--- config.mk ---
export PLATFORM = sky130hd
export DESIGN_NAME = lsio_ports
export DESIGN_NICKNAME = d
export VERILOG_FILES = /design/src/lsio_pkg.sv /design/src/lsio_ports.sv
export SDC_FILE = /design/constraint.sdc
export NUM_CORES = 1
export LEC_CHECK = 0
export ABC_AREA = 1
export BUFFER_PORTS_ARGS = -buffer_cell sky130_fd_sc_hd__buf_2
export CORE_UTILIZATION = 44
export DETAILED_ROUTE_END_ITERATION = 8
export GPL_ROUTABILITY_DRIVEN = 0
export PLACE_DENSITY_LB_ADDON = 0.3
export SETUP_SLACK_MARGIN = 0.05
export SYNTH_ARGS = -nofsm -noshare
export SYNTH_HDL_FRONTEND = slang
export SYNTH_SLANG_ARGS = --single-unit
--- constraint.sdc ---
create_clock -name aclk -period 1.3 [get_ports aclk]
set_input_delay 0.065 -clock aclk [delete_from_list [all_inputs] [get_ports aclk]]
set_output_delay 0.065 -clock aclk [all_outputs]
set_load 0.05 [all_outputs]
--- src/lsio_pkg.sv ---
// Purpose: Shared constants for the LCD-shared I/O ports block
// Assumes: AXI4-Lite with 16-bit byte addresses, 32-bit data
// Notes: Offsets are byte addresses of aligned words
`default_nettype none

package lsio_pkg;

  // ****************************************
  // Register map
  // ****************************************
  localparam logic [15:0] LSIO_P9_LATCH_OFS = 16'hFFDC; // Port nine data
  localparam logic [15:0] LSIO_P9_DIR_OFS = 16'hFFEC; // Port nine direction
  localparam logic [15:0] LSIO_P8_LATCH_OFS = 16'hFFE0; // Port eight data
  localparam logic [15:0] LSIO_P8_DIR_OFS = 16'hFFF0; // Port eight direction
  localparam logic [15:0] LSIO_LCD_PORT_CONTROL_REG_OFS = 16'hFFF4; // LCD port control

  // ****************************************
  // Reset values and fields
  // ****************************************
  localparam logic [7:0] LSIO_LATCH_RST = 8'h00; // Output latches
  localparam logic [7:0] LSIO_DIR_RST = 8'h00; // All pins inputs
  localparam logic [4:0] LSIO_LCD_PORT_CONTROL_REG_RST = 5'h00; // All pins general I/O
  localparam logic [7:0] LSIO_WO_READ = 8'hFF; // Write-only reads as ones
  localparam int LSIO_SGX_BIT = 4; // Controller-signal select bit
  localparam logic [1:0] LSIO_RESP_OKAY = 2'h0; // AXI okay
  localparam logic [1:0] LSIO_RESP_SLVERR = 2'h2; // AXI slave error

  // ****************************************
  // Operating modes of the chip
  // ****************************************
  typedef enum logic [2:0]
  {
    LSIO_ACTIVE = 3'h0,
    LSIO_SUBACTIVE = 3'h1,
    LSIO_SLEEP = 3'h2,
    LSIO_SUBSLEEP = 3'h3,
    LSIO_WATCH = 3'h4,
    LSIO_STANDBY = 3'h5
  } lsio_mode_t;

endpackage // lsio_pkg

`default_nettype wire

--- src/lsio_ports.sv ---
// Purpose: Two 8-bit general I/O ports shared with LCD segment and control outputs
// Assumes: Pin inputs and mode input synchronous to aclk
// Notes: Registers reached over AXI4-Lite; pins are split in/out/enable
`default_nettype none

module lsio_ports
(
  // Clock and reset
  input wire logic aclk,
  input wire logic aresetn,
  // AXI4-Lite write address and data
  input wire logic [15:0] s_axi_awaddr,
  input wire logic s_axi_awvalid,
  output logic s_axi_awready,
  input wire logic [31:0] s_axi_wdata,
  input wire logic [3:0] s_axi_wstrb,
  input wire logic s_axi_wvalid,
  output logic s_axi_wready,
  // AXI4-Lite write response
  output logic [1:0] s_axi_bresp,
  output logic s_axi_bvalid,
  input wire logic s_axi_bready,
  // AXI4-Lite read
  input wire logic [15:0] s_axi_araddr,
  input wire logic s_axi_arvalid,
  output logic s_axi_arready,
  output logic [31:0] s_axi_rdata,
  output logic [1:0] s_axi_rresp,
  output logic s_axi_rvalid,
  input wire logic s_axi_rready,
  // Chip operating mode
  input wire lsio_pkg::lsio_mode_t op_mode,
  // LCD controller side
  input wire logic [15:0] lcd_drive_line,
  input wire logic lcd_first_latch_clock,
  input wire logic lcd_second_latch_clock,
  input wire logic lcd_serial_data,
  input wire logic lcd_alt_signal,
  // Port eight pins
  input wire logic [7:0] p8_in,
  output logic [7:0] p8_out,
  output logic [7:0] p8_oe,
  // Port nine pins
  input wire logic [7:0] p9_in,
  output logic [7:0] p9_out,
  output logic [7:0] p9_oe
);
  import lsio_pkg::*;

  // ****************************************
  // Pin function decode
  // ****************************************
  // True when pin idx of the port is general I/O
  function automatic logic pin_is_gpio(input logic port9, input int idx,
                                       input logic [4:0] lcd_port_control_reg);
    logic [3:0] sgs;
    sgs = lcd_port_control_reg[3:0];
    if (port9)
    begin
      // Control signals override on the upper pins
      pin_is_gpio = (sgs == 4'h0) && !(idx >= 4 && lcd_port_control_reg[LSIO_SGX_BIT]);
    end
    else if (idx >= 4)
    begin
      pin_is_gpio = (sgs[3:1] == 3'h0);
    end
    else
    begin
      pin_is_gpio = (sgs[3:1] == 3'h0) || (sgs == 4'h2);
    end
  endfunction

  // Data register readback mixes latch and pin by direction
  function automatic logic [7:0] port_read(input logic [7:0] dir,
                                           input logic [7:0] latch,
                                           input logic [7:0] pins);
    port_read = (dir & latch) | (~dir & pins);
  endfunction

  // ****************************************
  // State
  // ****************************************
  logic [7:0] l8_r, l8_nxt; // Port eight output latch
  logic [7:0] d8_r, d8_nxt; // Port eight direction
  logic [7:0] l9_r, l9_nxt; // Port nine output latch
  logic [7:0] d9_r, d9_nxt; // Port nine direction
  logic [4:0] lcd_port_control_reg_r, lcd_port_control_reg_nxt; // Segment field and control select
  logic aw_hold_r, aw_hold_nxt; // Write address captured
  logic [15:0] aw_addr_r, aw_addr_nxt;
  logic w_hold_r, w_hold_nxt; // Write data captured
  logic [31:0] w_data_r, w_data_nxt;
  logic w_lane0_r, w_lane0_nxt; // Low byte strobe
  logic awready_r, awready_nxt;
  logic wready_r, wready_nxt;
  logic bvalid_r, bvalid_nxt;
  logic [1:0] bresp_r, bresp_nxt;
  logic arready_r, arready_nxt;
  logic rvalid_r, rvalid_nxt;
  logic [1:0] rresp_r, rresp_nxt;
  logic [31:0] rdata_r, rdata_nxt;
  logic [15:0] ar_addr_r, ar_addr_nxt; // Last read address
  logic [7:0] p8_out_r, p8_out_nxt;
  logic [7:0] p8_oe_r, p8_oe_nxt;
  logic [7:0] p9_out_r, p9_out_nxt;
  logic [7:0] p9_oe_r, p9_oe_nxt;
  logic [7:0] p8_fo, p8_fe, p9_fo, p9_fe; // Functional pin drive
  logic do_write; // Both halves of a write present
  logic hold_mode; // Pins frozen in sleep, subsleep and watch modes

  // ****************************************
  // Bus and register next state
  // ****************************************
  // Address and data are taken in any order; the write commits once both are held
  always_comb
  begin
    aw_hold_nxt = aw_hold_r;
    aw_addr_nxt = aw_addr_r;
    w_hold_nxt = w_hold_r;
    w_data_nxt = w_data_r;
    w_lane0_nxt = w_lane0_r;
    bvalid_nxt = bvalid_r;
    bresp_nxt = bresp_r;
    rvalid_nxt = rvalid_r;
    rresp_nxt = rresp_r;
    rdata_nxt = rdata_r;
    ar_addr_nxt = ar_addr_r;
    l8_nxt = l8_r;
    d8_nxt = d8_r;
    l9_nxt = l9_r;
    d9_nxt = d9_r;
    lcd_port_control_reg_nxt = lcd_port_control_reg_r;
    do_write = aw_hold_r && w_hold_r && !bvalid_r;
    // Capture address
    if (s_axi_awvalid && awready_r)
    begin
      aw_hold_nxt = 1'b1;
      aw_addr_nxt = s_axi_awaddr;
    end
    // Capture data
    if (s_axi_wvalid && wready_r)
    begin
      w_hold_nxt = 1'b1;
      w_data_nxt = s_axi_wdata;
      w_lane0_nxt = s_axi_wstrb[0];
    end
    // Response accepted by master
    if (bvalid_r && s_axi_bready)
    begin
      bvalid_nxt = 1'b0;
    end
    // Commit; only the low byte lane carries register bits
    if (do_write)
    begin
      aw_hold_nxt = 1'b0;
      w_hold_nxt = 1'b0;
      bvalid_nxt = 1'b1;
      bresp_nxt = LSIO_RESP_OKAY;
      case ({aw_addr_r[15:2], 2'h0})
        LSIO_P9_LATCH_OFS: if (w_lane0_r) l9_nxt = w_data_r[7:0];
        LSIO_P9_DIR_OFS: if (w_lane0_r) d9_nxt = w_data_r[7:0];
        LSIO_P8_LATCH_OFS: if (w_lane0_r) l8_nxt = w_data_r[7:0];
        LSIO_P8_DIR_OFS: if (w_lane0_r) d8_nxt = w_data_r[7:0];
        LSIO_LCD_PORT_CONTROL_REG_OFS: if (w_lane0_r) lcd_port_control_reg_nxt = w_data_r[4:0];
        default: bresp_nxt = LSIO_RESP_SLVERR; // Unmapped address
      endcase
    end
    // Read data returned after address taken
    if (rvalid_r && s_axi_rready)
    begin
      rvalid_nxt = 1'b0;
    end
    if (s_axi_arvalid && arready_r)
    begin
      rvalid_nxt = 1'b1;
      rresp_nxt = LSIO_RESP_OKAY;
      ar_addr_nxt = s_axi_araddr;
      rdata_nxt = 32'h0000_0000;
      case ({s_axi_araddr[15:2], 2'h0})
        LSIO_P9_LATCH_OFS: rdata_nxt[7:0] = port_read(d9_r, l9_r, p9_in);
        LSIO_P9_DIR_OFS: rdata_nxt[7:0] = LSIO_WO_READ;
        LSIO_P8_LATCH_OFS: rdata_nxt[7:0] = port_read(d8_r, l8_r, p8_in);
        LSIO_P8_DIR_OFS: rdata_nxt[7:0] = LSIO_WO_READ;
        LSIO_LCD_PORT_CONTROL_REG_OFS: rdata_nxt[4:0] = lcd_port_control_reg_r;
        default: rresp_nxt = LSIO_RESP_SLVERR;
      endcase
    end
    // One write and one read in flight at a time
    awready_nxt = !aw_hold_nxt && !bvalid_nxt;
    wready_nxt = !w_hold_nxt && !bvalid_nxt;
    arready_nxt = !rvalid_nxt;
  end

  // ****************************************
  // Pin function multiplexers
  // ****************************************
  // Segment or controller pins ignore latch and direction
  genvar gi;
  generate
    for (gi = 0; gi < 8; gi++)
    begin : g_pin
      always_comb
      begin
        if (pin_is_gpio(1'b0, gi, lcd_port_control_reg_r))
        begin
          p8_fo[gi] = l8_r[gi];
          p8_fe[gi] = d8_r[gi];
        end
        else
        begin
          p8_fo[gi] = lcd_drive_line[gi];
          p8_fe[gi] = 1'b1;
        end
        if (pin_is_gpio(1'b1, gi, lcd_port_control_reg_r))
        begin
          p9_fo[gi] = l9_r[gi];
          p9_fe[gi] = d9_r[gi];
        end
        else if (gi >= 4 && lcd_port_control_reg_r[LSIO_SGX_BIT])
        begin
          // Pins 7..4 carry first clock, second clock, data, alternation
          case (gi)
            7: p9_fo[gi] = lcd_first_latch_clock;
            6: p9_fo[gi] = lcd_second_latch_clock;
            5: p9_fo[gi] = lcd_serial_data;
            default: p9_fo[gi] = lcd_alt_signal;
          endcase
          p9_fe[gi] = 1'b1;
        end
        else
        begin
          p9_fo[gi] = lcd_drive_line[gi + 8];
          p9_fe[gi] = 1'b1;
        end
      end
    end
  endgenerate

  // ****************************************
  // Low-power pin state
  // ****************************************
  // Sleeping modes freeze the pins so the LCD glass keeps its pattern
  always_comb
  begin
    hold_mode = (op_mode == LSIO_SLEEP) || (op_mode == LSIO_SUBSLEEP)
                || (op_mode == LSIO_WATCH);
    p8_out_nxt = p8_fo;
    p8_oe_nxt = p8_fe;
    p9_out_nxt = p9_fo;
    p9_oe_nxt = p9_fe;
    if (op_mode == LSIO_STANDBY)
    begin
      p8_oe_nxt = 8'h00;
      p9_oe_nxt = 8'h00;
    end
    else if (hold_mode)
    begin
      p8_out_nxt = p8_out_r;
      p8_oe_nxt = p8_oe_r;
      p9_out_nxt = p9_out_r;
      p9_oe_nxt = p9_oe_r;
    end
  end

  // ****************************************
  // Registers
  // ****************************************
  // Reset floats every pin and clears latches and directions
  always_ff @(posedge aclk)
  begin
    if (!aresetn)
    begin
      l8_r <= LSIO_LATCH_RST;
      d8_r <= LSIO_DIR_RST;
      l9_r <= LSIO_LATCH_RST;
      d9_r <= LSIO_DIR_RST;
      lcd_port_control_reg_r <= LSIO_LCD_PORT_CONTROL_REG_RST;
      aw_hold_r <= 1'b0;
      aw_addr_r <= 16'h0000;
      w_hold_r <= 1'b0;
      w_data_r <= 32'h0000_0000;
      w_lane0_r <= 1'b0;
      awready_r <= 1'b0;
      wready_r <= 1'b0;
      bvalid_r <= 1'b0;
      bresp_r <= LSIO_RESP_OKAY;
      arready_r <= 1'b0;
      rvalid_r <= 1'b0;
      rresp_r <= LSIO_RESP_OKAY;
      rdata_r <= 32'h0000_0000;
      ar_addr_r <= 16'h0000;
      p8_out_r <= 8'h00;
      p8_oe_r <= 8'h00;
      p9_out_r <= 8'h00;
      p9_oe_r <= 8'h00;
    end
    else
    begin
      l8_r <= l8_nxt;
      d8_r <= d8_nxt;
      l9_r <= l9_nxt;
      d9_r <= d9_nxt;
      lcd_port_control_reg_r <= lcd_port_control_reg_nxt;
      aw_hold_r <= aw_hold_nxt;
      aw_addr_r <= aw_addr_nxt;
      w_hold_r <= w_hold_nxt;
      w_data_r <= w_data_nxt;
      w_lane0_r <= w_lane0_nxt;
      awready_r <= awready_nxt;
      wready_r <= wready_nxt;
      bvalid_r <= bvalid_nxt;
      bresp_r <= bresp_nxt;
      arready_r <= arready_nxt;
      rvalid_r <= rvalid_nxt;
      rresp_r <= rresp_nxt;
      rdata_r <= rdata_nxt;
      ar_addr_r <= ar_addr_nxt;
      p8_out_r <= p8_out_nxt;
      p8_oe_r <= p8_oe_nxt;
      p9_out_r <= p9_out_nxt;
      p9_oe_r <= p9_oe_nxt;
    end
  end

  // Outputs straight from flops
  assign s_axi_awready = awready_r;
  assign s_axi_wready = wready_r;
  assign s_axi_bvalid = bvalid_r;
  assign s_axi_bresp = bresp_r;
  assign s_axi_arready = arready_r;
  assign s_axi_rvalid = rvalid_r;
  assign s_axi_rresp = rresp_r;
  assign s_axi_rdata = rdata_r;
  assign p8_out = p8_out_r;
  assign p8_oe = p8_oe_r;
  assign p9_out = p9_out_r;
  assign p9_oe = p9_oe_r;

  // ****************************************
  // Assertions
  // ****************************************
  a_reset_clears: assert property (@(posedge aclk)
    !aresetn |=> (l9_r == 8'h00) && (d9_r == 8'h00) && (p9_oe_r == 8'h00))
    else $error("Port nine not cleared by reset");
  a_dir9_ones: assert property (@(posedge aclk) disable iff (!aresetn)
    $rose(rvalid_r) && ({ar_addr_r[15:2], 2'h0} == 16'hFFEC) |-> rdata_r == 32'h0000_00FF)
    else $error("Direction read not all ones");
  a_data9_mix: assert property (@(posedge aclk) disable iff (!aresetn)
    $rose(rvalid_r) && ({ar_addr_r[15:2], 2'h0} == 16'hFFDC)
    |-> rdata_r[7:0] == (($past(d9_r) & $past(l9_r)) | (~$past(d9_r) & $past(p9_in))))
    else $error("Data read mix wrong");
  a_standby_float: assert property (@(posedge aclk) disable iff (!aresetn)
    op_mode == LSIO_STANDBY |=> (p8_oe_r == 8'h00) && (p9_oe_r == 8'h00))
    else $error("Pins driven in standby");
  a_sleep_hold: assert property (@(posedge aclk) disable iff (!aresetn)
    hold_mode |=> $stable(p8_out_r) && $stable(p8_oe_r) && $stable(p9_out_r))
    else $error("Pins changed while held");
  a_gpio9_drive: assert property (@(posedge aclk) disable iff (!aresetn)
    op_mode == LSIO_ACTIVE && lcd_port_control_reg_r == 5'h00
    |=> p9_out_r == $past(l9_r) && p9_oe_r == $past(d9_r))
    else $error("General pin drive wrong");
  a_ctrl_pins: assert property (@(posedge aclk) disable iff (!aresetn)
    op_mode == LSIO_ACTIVE && lcd_port_control_reg_r[4]
    |=> p9_oe_r[7:4] == 4'hF && p9_out_r[7] == $past(lcd_first_latch_clock))
    else $error("Controller pins wrong");
  a_seg8_split: assert property (@(posedge aclk) disable iff (!aresetn)
    op_mode == LSIO_ACTIVE && lcd_port_control_reg_r[3:0] == 4'h2
    |=> p8_oe_r[7:4] == 4'hF && p8_oe_r[3:0] == $past(d8_r[3:0]))
    else $error("Port eight split wrong");
  a_bresp_hold: assert property (@(posedge aclk) disable iff (!aresetn)
    do_write |=> s_axi_bvalid ##0 (s_axi_bvalid && !s_axi_bready) [*1] |=> s_axi_bvalid)
    else $error("Write response dropped");

endmodule // lsio_ports

`default_nettype wire

# [Word level (Yosys, flattened, before mapping)]
# Cells that the tools add are included.
[classes] n_eq_ne=16 n_mux=52 bitwise=9 reduce_logical=30
[op_table] cell="$eq 14x14->1 const B" count=10
[op_table] cell="$mux 1" count=44
[op_table] cell="$and 8x8->8" count=4
[op_table] cell="$mux 8" count=4
[op_table] cell="$pmux 5 s4" count=1
[op_table] cell="$not 8->8" count=2
[op_table] cell="$or 8x8->8" count=2
[op_table] cell="$reduce_and 3->1" count=5
[op_table] cell="$logic_and 1x1->1" count=10
[op_table] cell="$reduce_or 5->1" count=2
[op_table] cell="$pmux 3 s3" count=1
[op_table] cell="$eq 3x2->1 const B" count=2
[op_table] cell="$eq 3x3->1 const B" count=2
[op_table] cell="$logic_not 1->1" count=6
[op_table] cell="$eq 4x2->1 const B" count=1
[op_table] cell="$logic_not 4->1" count=1
[op_table] cell="$mux 2" count=2
[op_table] cell="$reduce_or 2->1" count=2
[op_table] cell="$logic_not 3->1" count=1
[op_table] cell="$logic_or 1x1->1" count=3
[op_table] cell="$ne 2x1->1 const B" count=1
[op_table] cell="$not 1->1" count=1
[word_totals] regBits=113 in_bits=114 output_inout_bits=73

# [Depth between registers and ports, before layout]
[logic_depth] depth_word=5 depth_mapped=11

# [Worst setup path before layout]
# Ideal clock, no wire load.
[synth_path] kind="register -> register" startpoint="register bvalid_r (netlist: s_axi_bvalid)" endpoint="register lcd_port_control_reg_r[4]" arrival_time_ns=1.422 required_ns=1.178 path_slack_ns=-0.244 stages_incl_launch_ff=8 period_less_slack_ns=1.544 cell_sequence="dfxtp_1 > inv_1 > nand3_1 > nor2_1 > buf_4 > nand3_2 > o21ai_0 > a21oi_1"
[synth_between] elab_chain_cells=3
[synth_lines] item="from (decl)" line_no="lsio_ports.sv:95" rtl="logic bvalid_r, bvalid_nxt;"
[synth_lines] item="from (signal assigned)" line_no="lsio_ports.sv:310" rtl="bvalid_r <= bvalid_nxt;"
[synth_lines] item="$logic_not 1->1" line_no="lsio_ports.sv:132" rtl="do_write = aw_hold_r && w_hold_r && !bvalid_r;"
[synth_lines] item="$logic_and 1x1->1" line_no="lsio_ports.sv:132"
[synth_lines] item="$reduce_and 3->1 (no source line)"
[synth_lines] item="to (signal assigned)" line_no="lsio_ports.sv:302" rtl="lcd_port_control_reg_r <= lcd_port_control_reg_nxt;"
[synth_lines] item="to (decl)" line_no="lsio_ports.sv:87" rtl="logic [4:0] lcd_port_control_reg_r, lcd_port_control_reg_nxt;"
# Every way passes these cells.
# A chain may end at the register's enable or synchronous reset.

# [Worst setup path in the final report]
[layout_path] startpoint="register aw_addr_r[11]" endpoint="register lcd_port_control_reg_r[1]"
[layout_between] elab_chain_cells=2
[layout_lines] item="from (decl)" line_no="lsio_ports.sv:89" rtl="logic [15:0] aw_addr_r, aw_addr_nxt;"
[layout_lines] item="from (signal assigned)" line_no="lsio_ports.sv:304" rtl="aw_addr_r <= aw_addr_nxt;"
[layout_lines] item="$eq 14x14->1" line_no="lsio_ports.sv:158" rtl="case ({aw_addr_r[15:2], 2'h0})"
[layout_lines] item="$reduce_and 3->1 (no source line)"
# Every way passes these cells.

==> flow_summary.html <==
<table>
<tr><th>Metric</th><th>Value</th></tr>
<tr><th colspan="2">Status</th></tr>
<tr><td>Result of the run</td><td>finished with violations</td></tr>
<tr><td>Failing checks</td><td>negative hold slack, negative setup slack</td></tr>
<tr><th colspan="2">Critical path</th></tr>
<tr><td>Count of cells along the worst register-to-register path</td><td>8</td></tr>
<tr><td>Startpoint of the worst-slack reg-to-reg timing path</td><td>aw_addr_r[11]</td></tr>
<tr><td>Type of the worst setup path</td><td>register to register</td></tr>
<tr><td>Worst path arrival time</td><td>1.69 ns</td></tr>
<tr><td>Launching element type of the critical path</td><td>register</td></tr>
<tr><td>Endpoint of the most critical setup path</td><td>lcd_port_control_reg_r[1]</td></tr>
<tr><td>Launch point of the critical path</td><td>aw_addr_r[11]</td></tr>
<tr><td>Crit end category</td><td>register</td></tr>
<tr><td>Required time at the worst-slack endpoint</td><td>1.56 ns</td></tr>
<tr><td>Largest fanout on the critical path</td><td>8</td></tr>
<tr><td>Worst r2r dst</td><td>lcd_port_control_reg_r[1]</td></tr>
<tr><td>Reg-to-reg setup timing slack</td><td>-0.13 ns</td></tr>
<tr><th colspan="2">Cells and area</th></tr>
<tr><td>Antenna fix cells</td><td>0</td></tr>
<tr><td>NumNets Final</td><td>1,013</td></tr>
<tr><td>Final design area excluding fillers</td><td>7050 um2</td></tr>
<tr><td>Non-Filler Instances</td><td>1,044</td></tr>
<tr><td>Fraction of layout instances using a drive strength above 1</td><td>between 30% and 40%</td></tr>
<tr><td>Commonest cells after routing, fill and taps aside</td><td>131 x sky130_fd_sc_hd__buf_2, 90 x sky130_fd_sc_hd__dfxtp_1, 87 x sky130_fd_sc_hd__nand2_1</td></tr>
<tr><td>Most common cell after layout, fill and taps aside</td><td>sky130_fd_sc_hd__buf_2</td></tr>
<tr><td>Layout overhead on the synthesized area</td><td>42.5%</td></tr>
<tr><th colspan="2">Flow run</th></tr>
<tr><td>Max-capacitance violation count</td><td>0</td></tr>
<tr><th colspan="2">STA</th></tr>
<tr><td>Hold Violations, Final</td><td>1</td></tr>
<tr><td>Period Utilization, post-route</td><td>110%</td></tr>
<tr><td>Final critical-path required period</td><td>1.43 ns</td></tr>
<tr><td>Hold Worst Slack</td><td>-0.0140 ns</td></tr>
<tr><td>Worst Clk Skew</td><td>between 0.015 and 0.02 ns</td></tr>
<tr><td>Maximum clock rate</td><td>0.698 GHz</td></tr>
<tr><td>Number of max-slew violations in the final report</td><td>0</td></tr>
<tr><td>Unrepaired setup endpoints after global routing</td><td>yes</td></tr>
<tr><td>PnR worst setup slack</td><td>-0.133 ns</td></tr>
<tr><td>Number of setup violations in the final report</td><td>37</td></tr>
<tr><th colspan="2">Pwr</th></tr>
<tr><td>Total power density per cell area</td><td>958 nW/um2</td></tr>
<tr><td>Share of total power in the clock network</td><td>28.5%</td></tr>
<tr><td>Worst VDD drop</td><td>630 uV</td></tr>
<tr><td>Switching part of the total power</td><td>31.3%</td></tr>
<tr><td>Leakage</td><td>3.13 nW</td></tr>
<tr><td>Reg power frac</td><td>53.0%</td></tr>
<tr><td>Combinational cell fraction of total power</td><td>18.5%</td></tr>
<tr><td>Total net switching power</td><td>2.12 mW</td></tr>
<tr><td>Internal power component</td><td>4.64 mW</td></tr>
<tr><th colspan="2">CTS</th></tr>
<tr><td>CTS root buffer</td><td>sky130_fd_sc_hd__clkbuf_8</td></tr>
<tr><td>H-tree Lvls</td><td>3</td></tr>
<tr><td>Number of buffers on the longest clock path</td><td>2</td></tr>
<tr><td>Worst-path clk slew</td><td>0.11 ns</td></tr>
<tr><td>Count of clock tree sinks</td><td>109</td></tr>
<tr><td>Clock insertion delay at the later pin of the skew report</td><td>0.37 ns</td></tr>
<tr><td>Clock tree from TritonCTS</td><td>built</td></tr>
<tr><td>Total CTS buffers</td><td>9</td></tr>
<tr><th colspan="2">Die</th></tr>
<tr><td>Num ports</td><td>approximately 190</td></tr>
<tr><td>Overall die width</td><td>108 um</td></tr>
<tr><td>Starting Density</td><td>45.4%</td></tr>
<tr><td>Die height</td><td>108 um</td></tr>
<tr><td>Number of rows in the core area</td><td>38</td></tr>
<tr><td>Die area</td><td>11,700 um2</td></tr>
<tr><td>Core area</td><td>10,900 um2</td></tr>
<tr><th colspan="2">Synth</th></tr>
<tr><td>Synth area leader</td><td>sky130_fd_sc_hd__dfxtp_1</td></tr>
<tr><td>Share of async-settable or async-resettable flops after synthesis</td><td>0%</td></tr>
<tr><td>Number of synthesized register bits</td><td>roughly 110</td></tr>
<tr><td>Syn Inst Count</td><td>692</td></tr>
<tr><td>Number of distinct standard cells referenced by the synthesized netlist</td><td>30</td></tr>
<tr><td>Synthesis warning total</td><td>0</td></tr>
<tr><td>Proportion of synthesized chip area in sequential cells</td><td>around 44%</td></tr>
<tr><td>Netlist area before placement</td><td>4950 um2</td></tr>
<tr><td>Average size of a mapped cell</td><td>7.15 um2</td></tr>
<tr><td>Leading post-synthesis cells by cell area</td><td>sky130_fd_sc_hd__dfxtp_1 44%, sky130_fd_sc_hd__o21ai_0 11%, sky130_fd_sc_hd__a21oi_1 7.5%</td></tr>
<tr><td>Number of flops mapped to enable cells by yosys</td><td>0</td></tr>
<tr><td>Dominant register cell in the synthesized netlist</td><td>sky130_fd_sc_hd__dfxtp_1</td></tr>
<tr><td>Share of the synthesized area in the top cell type</td><td>about 44%</td></tr>
<tr><th colspan="2">Placement</th></tr>
<tr><td>Inst Count DP</td><td>976</td></tr>
<tr><td>Pre-CTS worst setup slack</td><td>-0.171 ns</td></tr>
<tr><td>Detail Placement HPWL</td><td>10.3 mm</td></tr>
<tr><td>Count of port buffers added during placement</td><td>around 130</td></tr>
<tr><td>Dpl cell area</td><td>5950 um2</td></tr>
<tr><th colspan="2">Routing</th></tr>
<tr><td>Overall routed net length</td><td>14.5 mm</td></tr>
<tr><td>Post-detailed-route via-to-cell ratio</td><td>5.07</td></tr>
<tr><td>Total DRC errors in the routed layout</td><td>0</td></tr>
<tr><td>Starting DRC count in detailed routing</td><td>356</td></tr>
<tr><td>Number of vias in the routed layout</td><td>5,297</td></tr>
<tr><td>DRT Pass-1 Iters</td><td>5</td></tr>
<tr><td>Post-route antenna net violation count</td><td>0</td></tr>
<tr><td>WL per Instance</td><td>roughly 14 um</td></tr>
<tr><th colspan="2">Global route</th></tr>
<tr><td>Total gr overflow</td><td>0</td></tr>
<tr><td>Vias in the first global route</td><td>between 4,000 and 5,000</td></tr>
<tr><td>Initial antenna violation count</td><td>0</td></tr>
<tr><td>Overall track demand over capacity in global routing</td><td>between 20% and 30%</td></tr>
<tr><td>First-pass GRT wire length</td><td>about 23 mm</td></tr>
<tr><td>Maximum number of pins on one net before global-route repair</td><td>45</td></tr>
<tr><th colspan="2">Min path</th></tr>
<tr><td>Count of cells along the worst hold path</td><td>3</td></tr>
<tr><td>Path class of the lowest-slack min-delay path</td><td>input pin to register</td></tr>
</table>
==> per-layer routing <==
layer	global-route usage (%)	routed length, um	vias up
met1	31.4	6330	2424
met5	0	0	-
met2	40.5	6850	193
met3	5.36	862	36
li1	-	-	2644
met4	9.10	406	0
==> power groups by stage <==
stage	registers [mW]	clock network [mW]	logic (mW)
detailed placement	3.64	0	1.11
global route	3.60	2.10	1.35
finish	3.58	1.92	1.25
global placement	3.64	0	1.09
CTS	3.57	1.97	1.21
floorplan	3.88	0	0.566
==> kinds of logic (layout without fill, tap and decap cells) <==
| group | Yosys count | in the layout | share of synthesized area (%) |
|---|---|---|---|
| AND/OR/NAND/NOR | 231 | 232 | 20.8 |
| AO/OA/AOI/OAI | 204 | 204 | 21.4 |
| buffers and inverters | 147 | 333 | 13.6 |
| flip-flops | 109 | 109 | 44.1 |
| other | 1 | 26 | 0.0758 |
==> cells in the mapped netlist (all sizes together), types with 2 or more instances <==
cell / number
o21ai: 110
buf: 35
nand3: 40
a21oi: 74
nand4: 10
clkbuf: 19
dfxtp: 109
nor4: 3
a31oi: 15
nor3: 10
nand2: 99
o211ai: 2
inv: 92
a22oi: 2
nor2: 68
==> what timing repair did <==
action                     4_1_cts  5_1_grt
setup endpoints to repair       58       71
hold endpoints to repair        29        2
gates cloned                     3        1
pin swaps                       33       15
hold buffers                    31        2
resized for setup               76       81
setup buffers                    9        6
==> registers in the layout, summed over array words and instances (netlist names), 5 cells and up <==
signal                  flops
aw_addr_r                  14
d9_r                        8
l9_r                        8
p9_oe                       8
p9_out                      8
l8_r                        8
p8_oe                       8
p8_out                      8
w_data_r                    8
lcd_port_control_reg_r      5
s_axi_rdata                 8
d8_r                        8
==> how the worst min path moves through the flow <==
stage / endpoint / start
CTS: p8_out[4] / lcd_drive_line[4]
floorplan: aw_addr_r[12] / s_axi_awaddr[12]
global route: p9_out[2] / lcd_drive_line[10]
detailed placement: aw_addr_r[5] / s_axi_awaddr[5]
finish: p9_out[2] / lcd_drive_line[10]
global placement: aw_addr_r[3] / s_axi_awaddr[3]
==> worst max-delay path: stages, from the launching register on <==
cell and delay (ns):
sky130_fd_sc_hd__dfxtp_2 0.35, sky130_fd_sc_hd__nand2_2 0.06, sky130_fd_sc_hd__nor2_2 0.12, sky130_fd_sc_hd__nand3_2 0.10, sky130_fd_sc_hd__nor2_4 0.16, sky130_fd_sc_hd__buf_6 0.12
sky130_fd_sc_hd__nand3_4 0.13, sky130_fd_sc_hd__o21ai_1 0.22, sky130_fd_sc_hd__a21oi_2 0.04
==> area by class of cell <==
class                           count  area [um2]
Fill cell                         934        3840
Multi-Input combinational cell    462        2570
Sequential cell                   109        2210
Timing Repair Buffer              223        1550
Inverter                           93         357
Tap cell                          140         175
Clock buffer                       10         138
Clock inverter                      6        43.8
Timing Repair inverter              1        11.3
==> stage by stage <==
step	util (%)	power, mW	hold WS [ns]	TNS, ns
after CTS	62.1	6.75	0.00216	-2.30
after detailed placement	54.7	4.75	0.322	-3.57
final	64.8	6.76	-0.0140	-2.73
after global placement	54.7	4.73	0.316	-1.98
after global routing	64.8	7.06	0.0153	-7.09
after floorplan	-	4.45	0.232	-0.100
(Power assumes the default switching activity.)
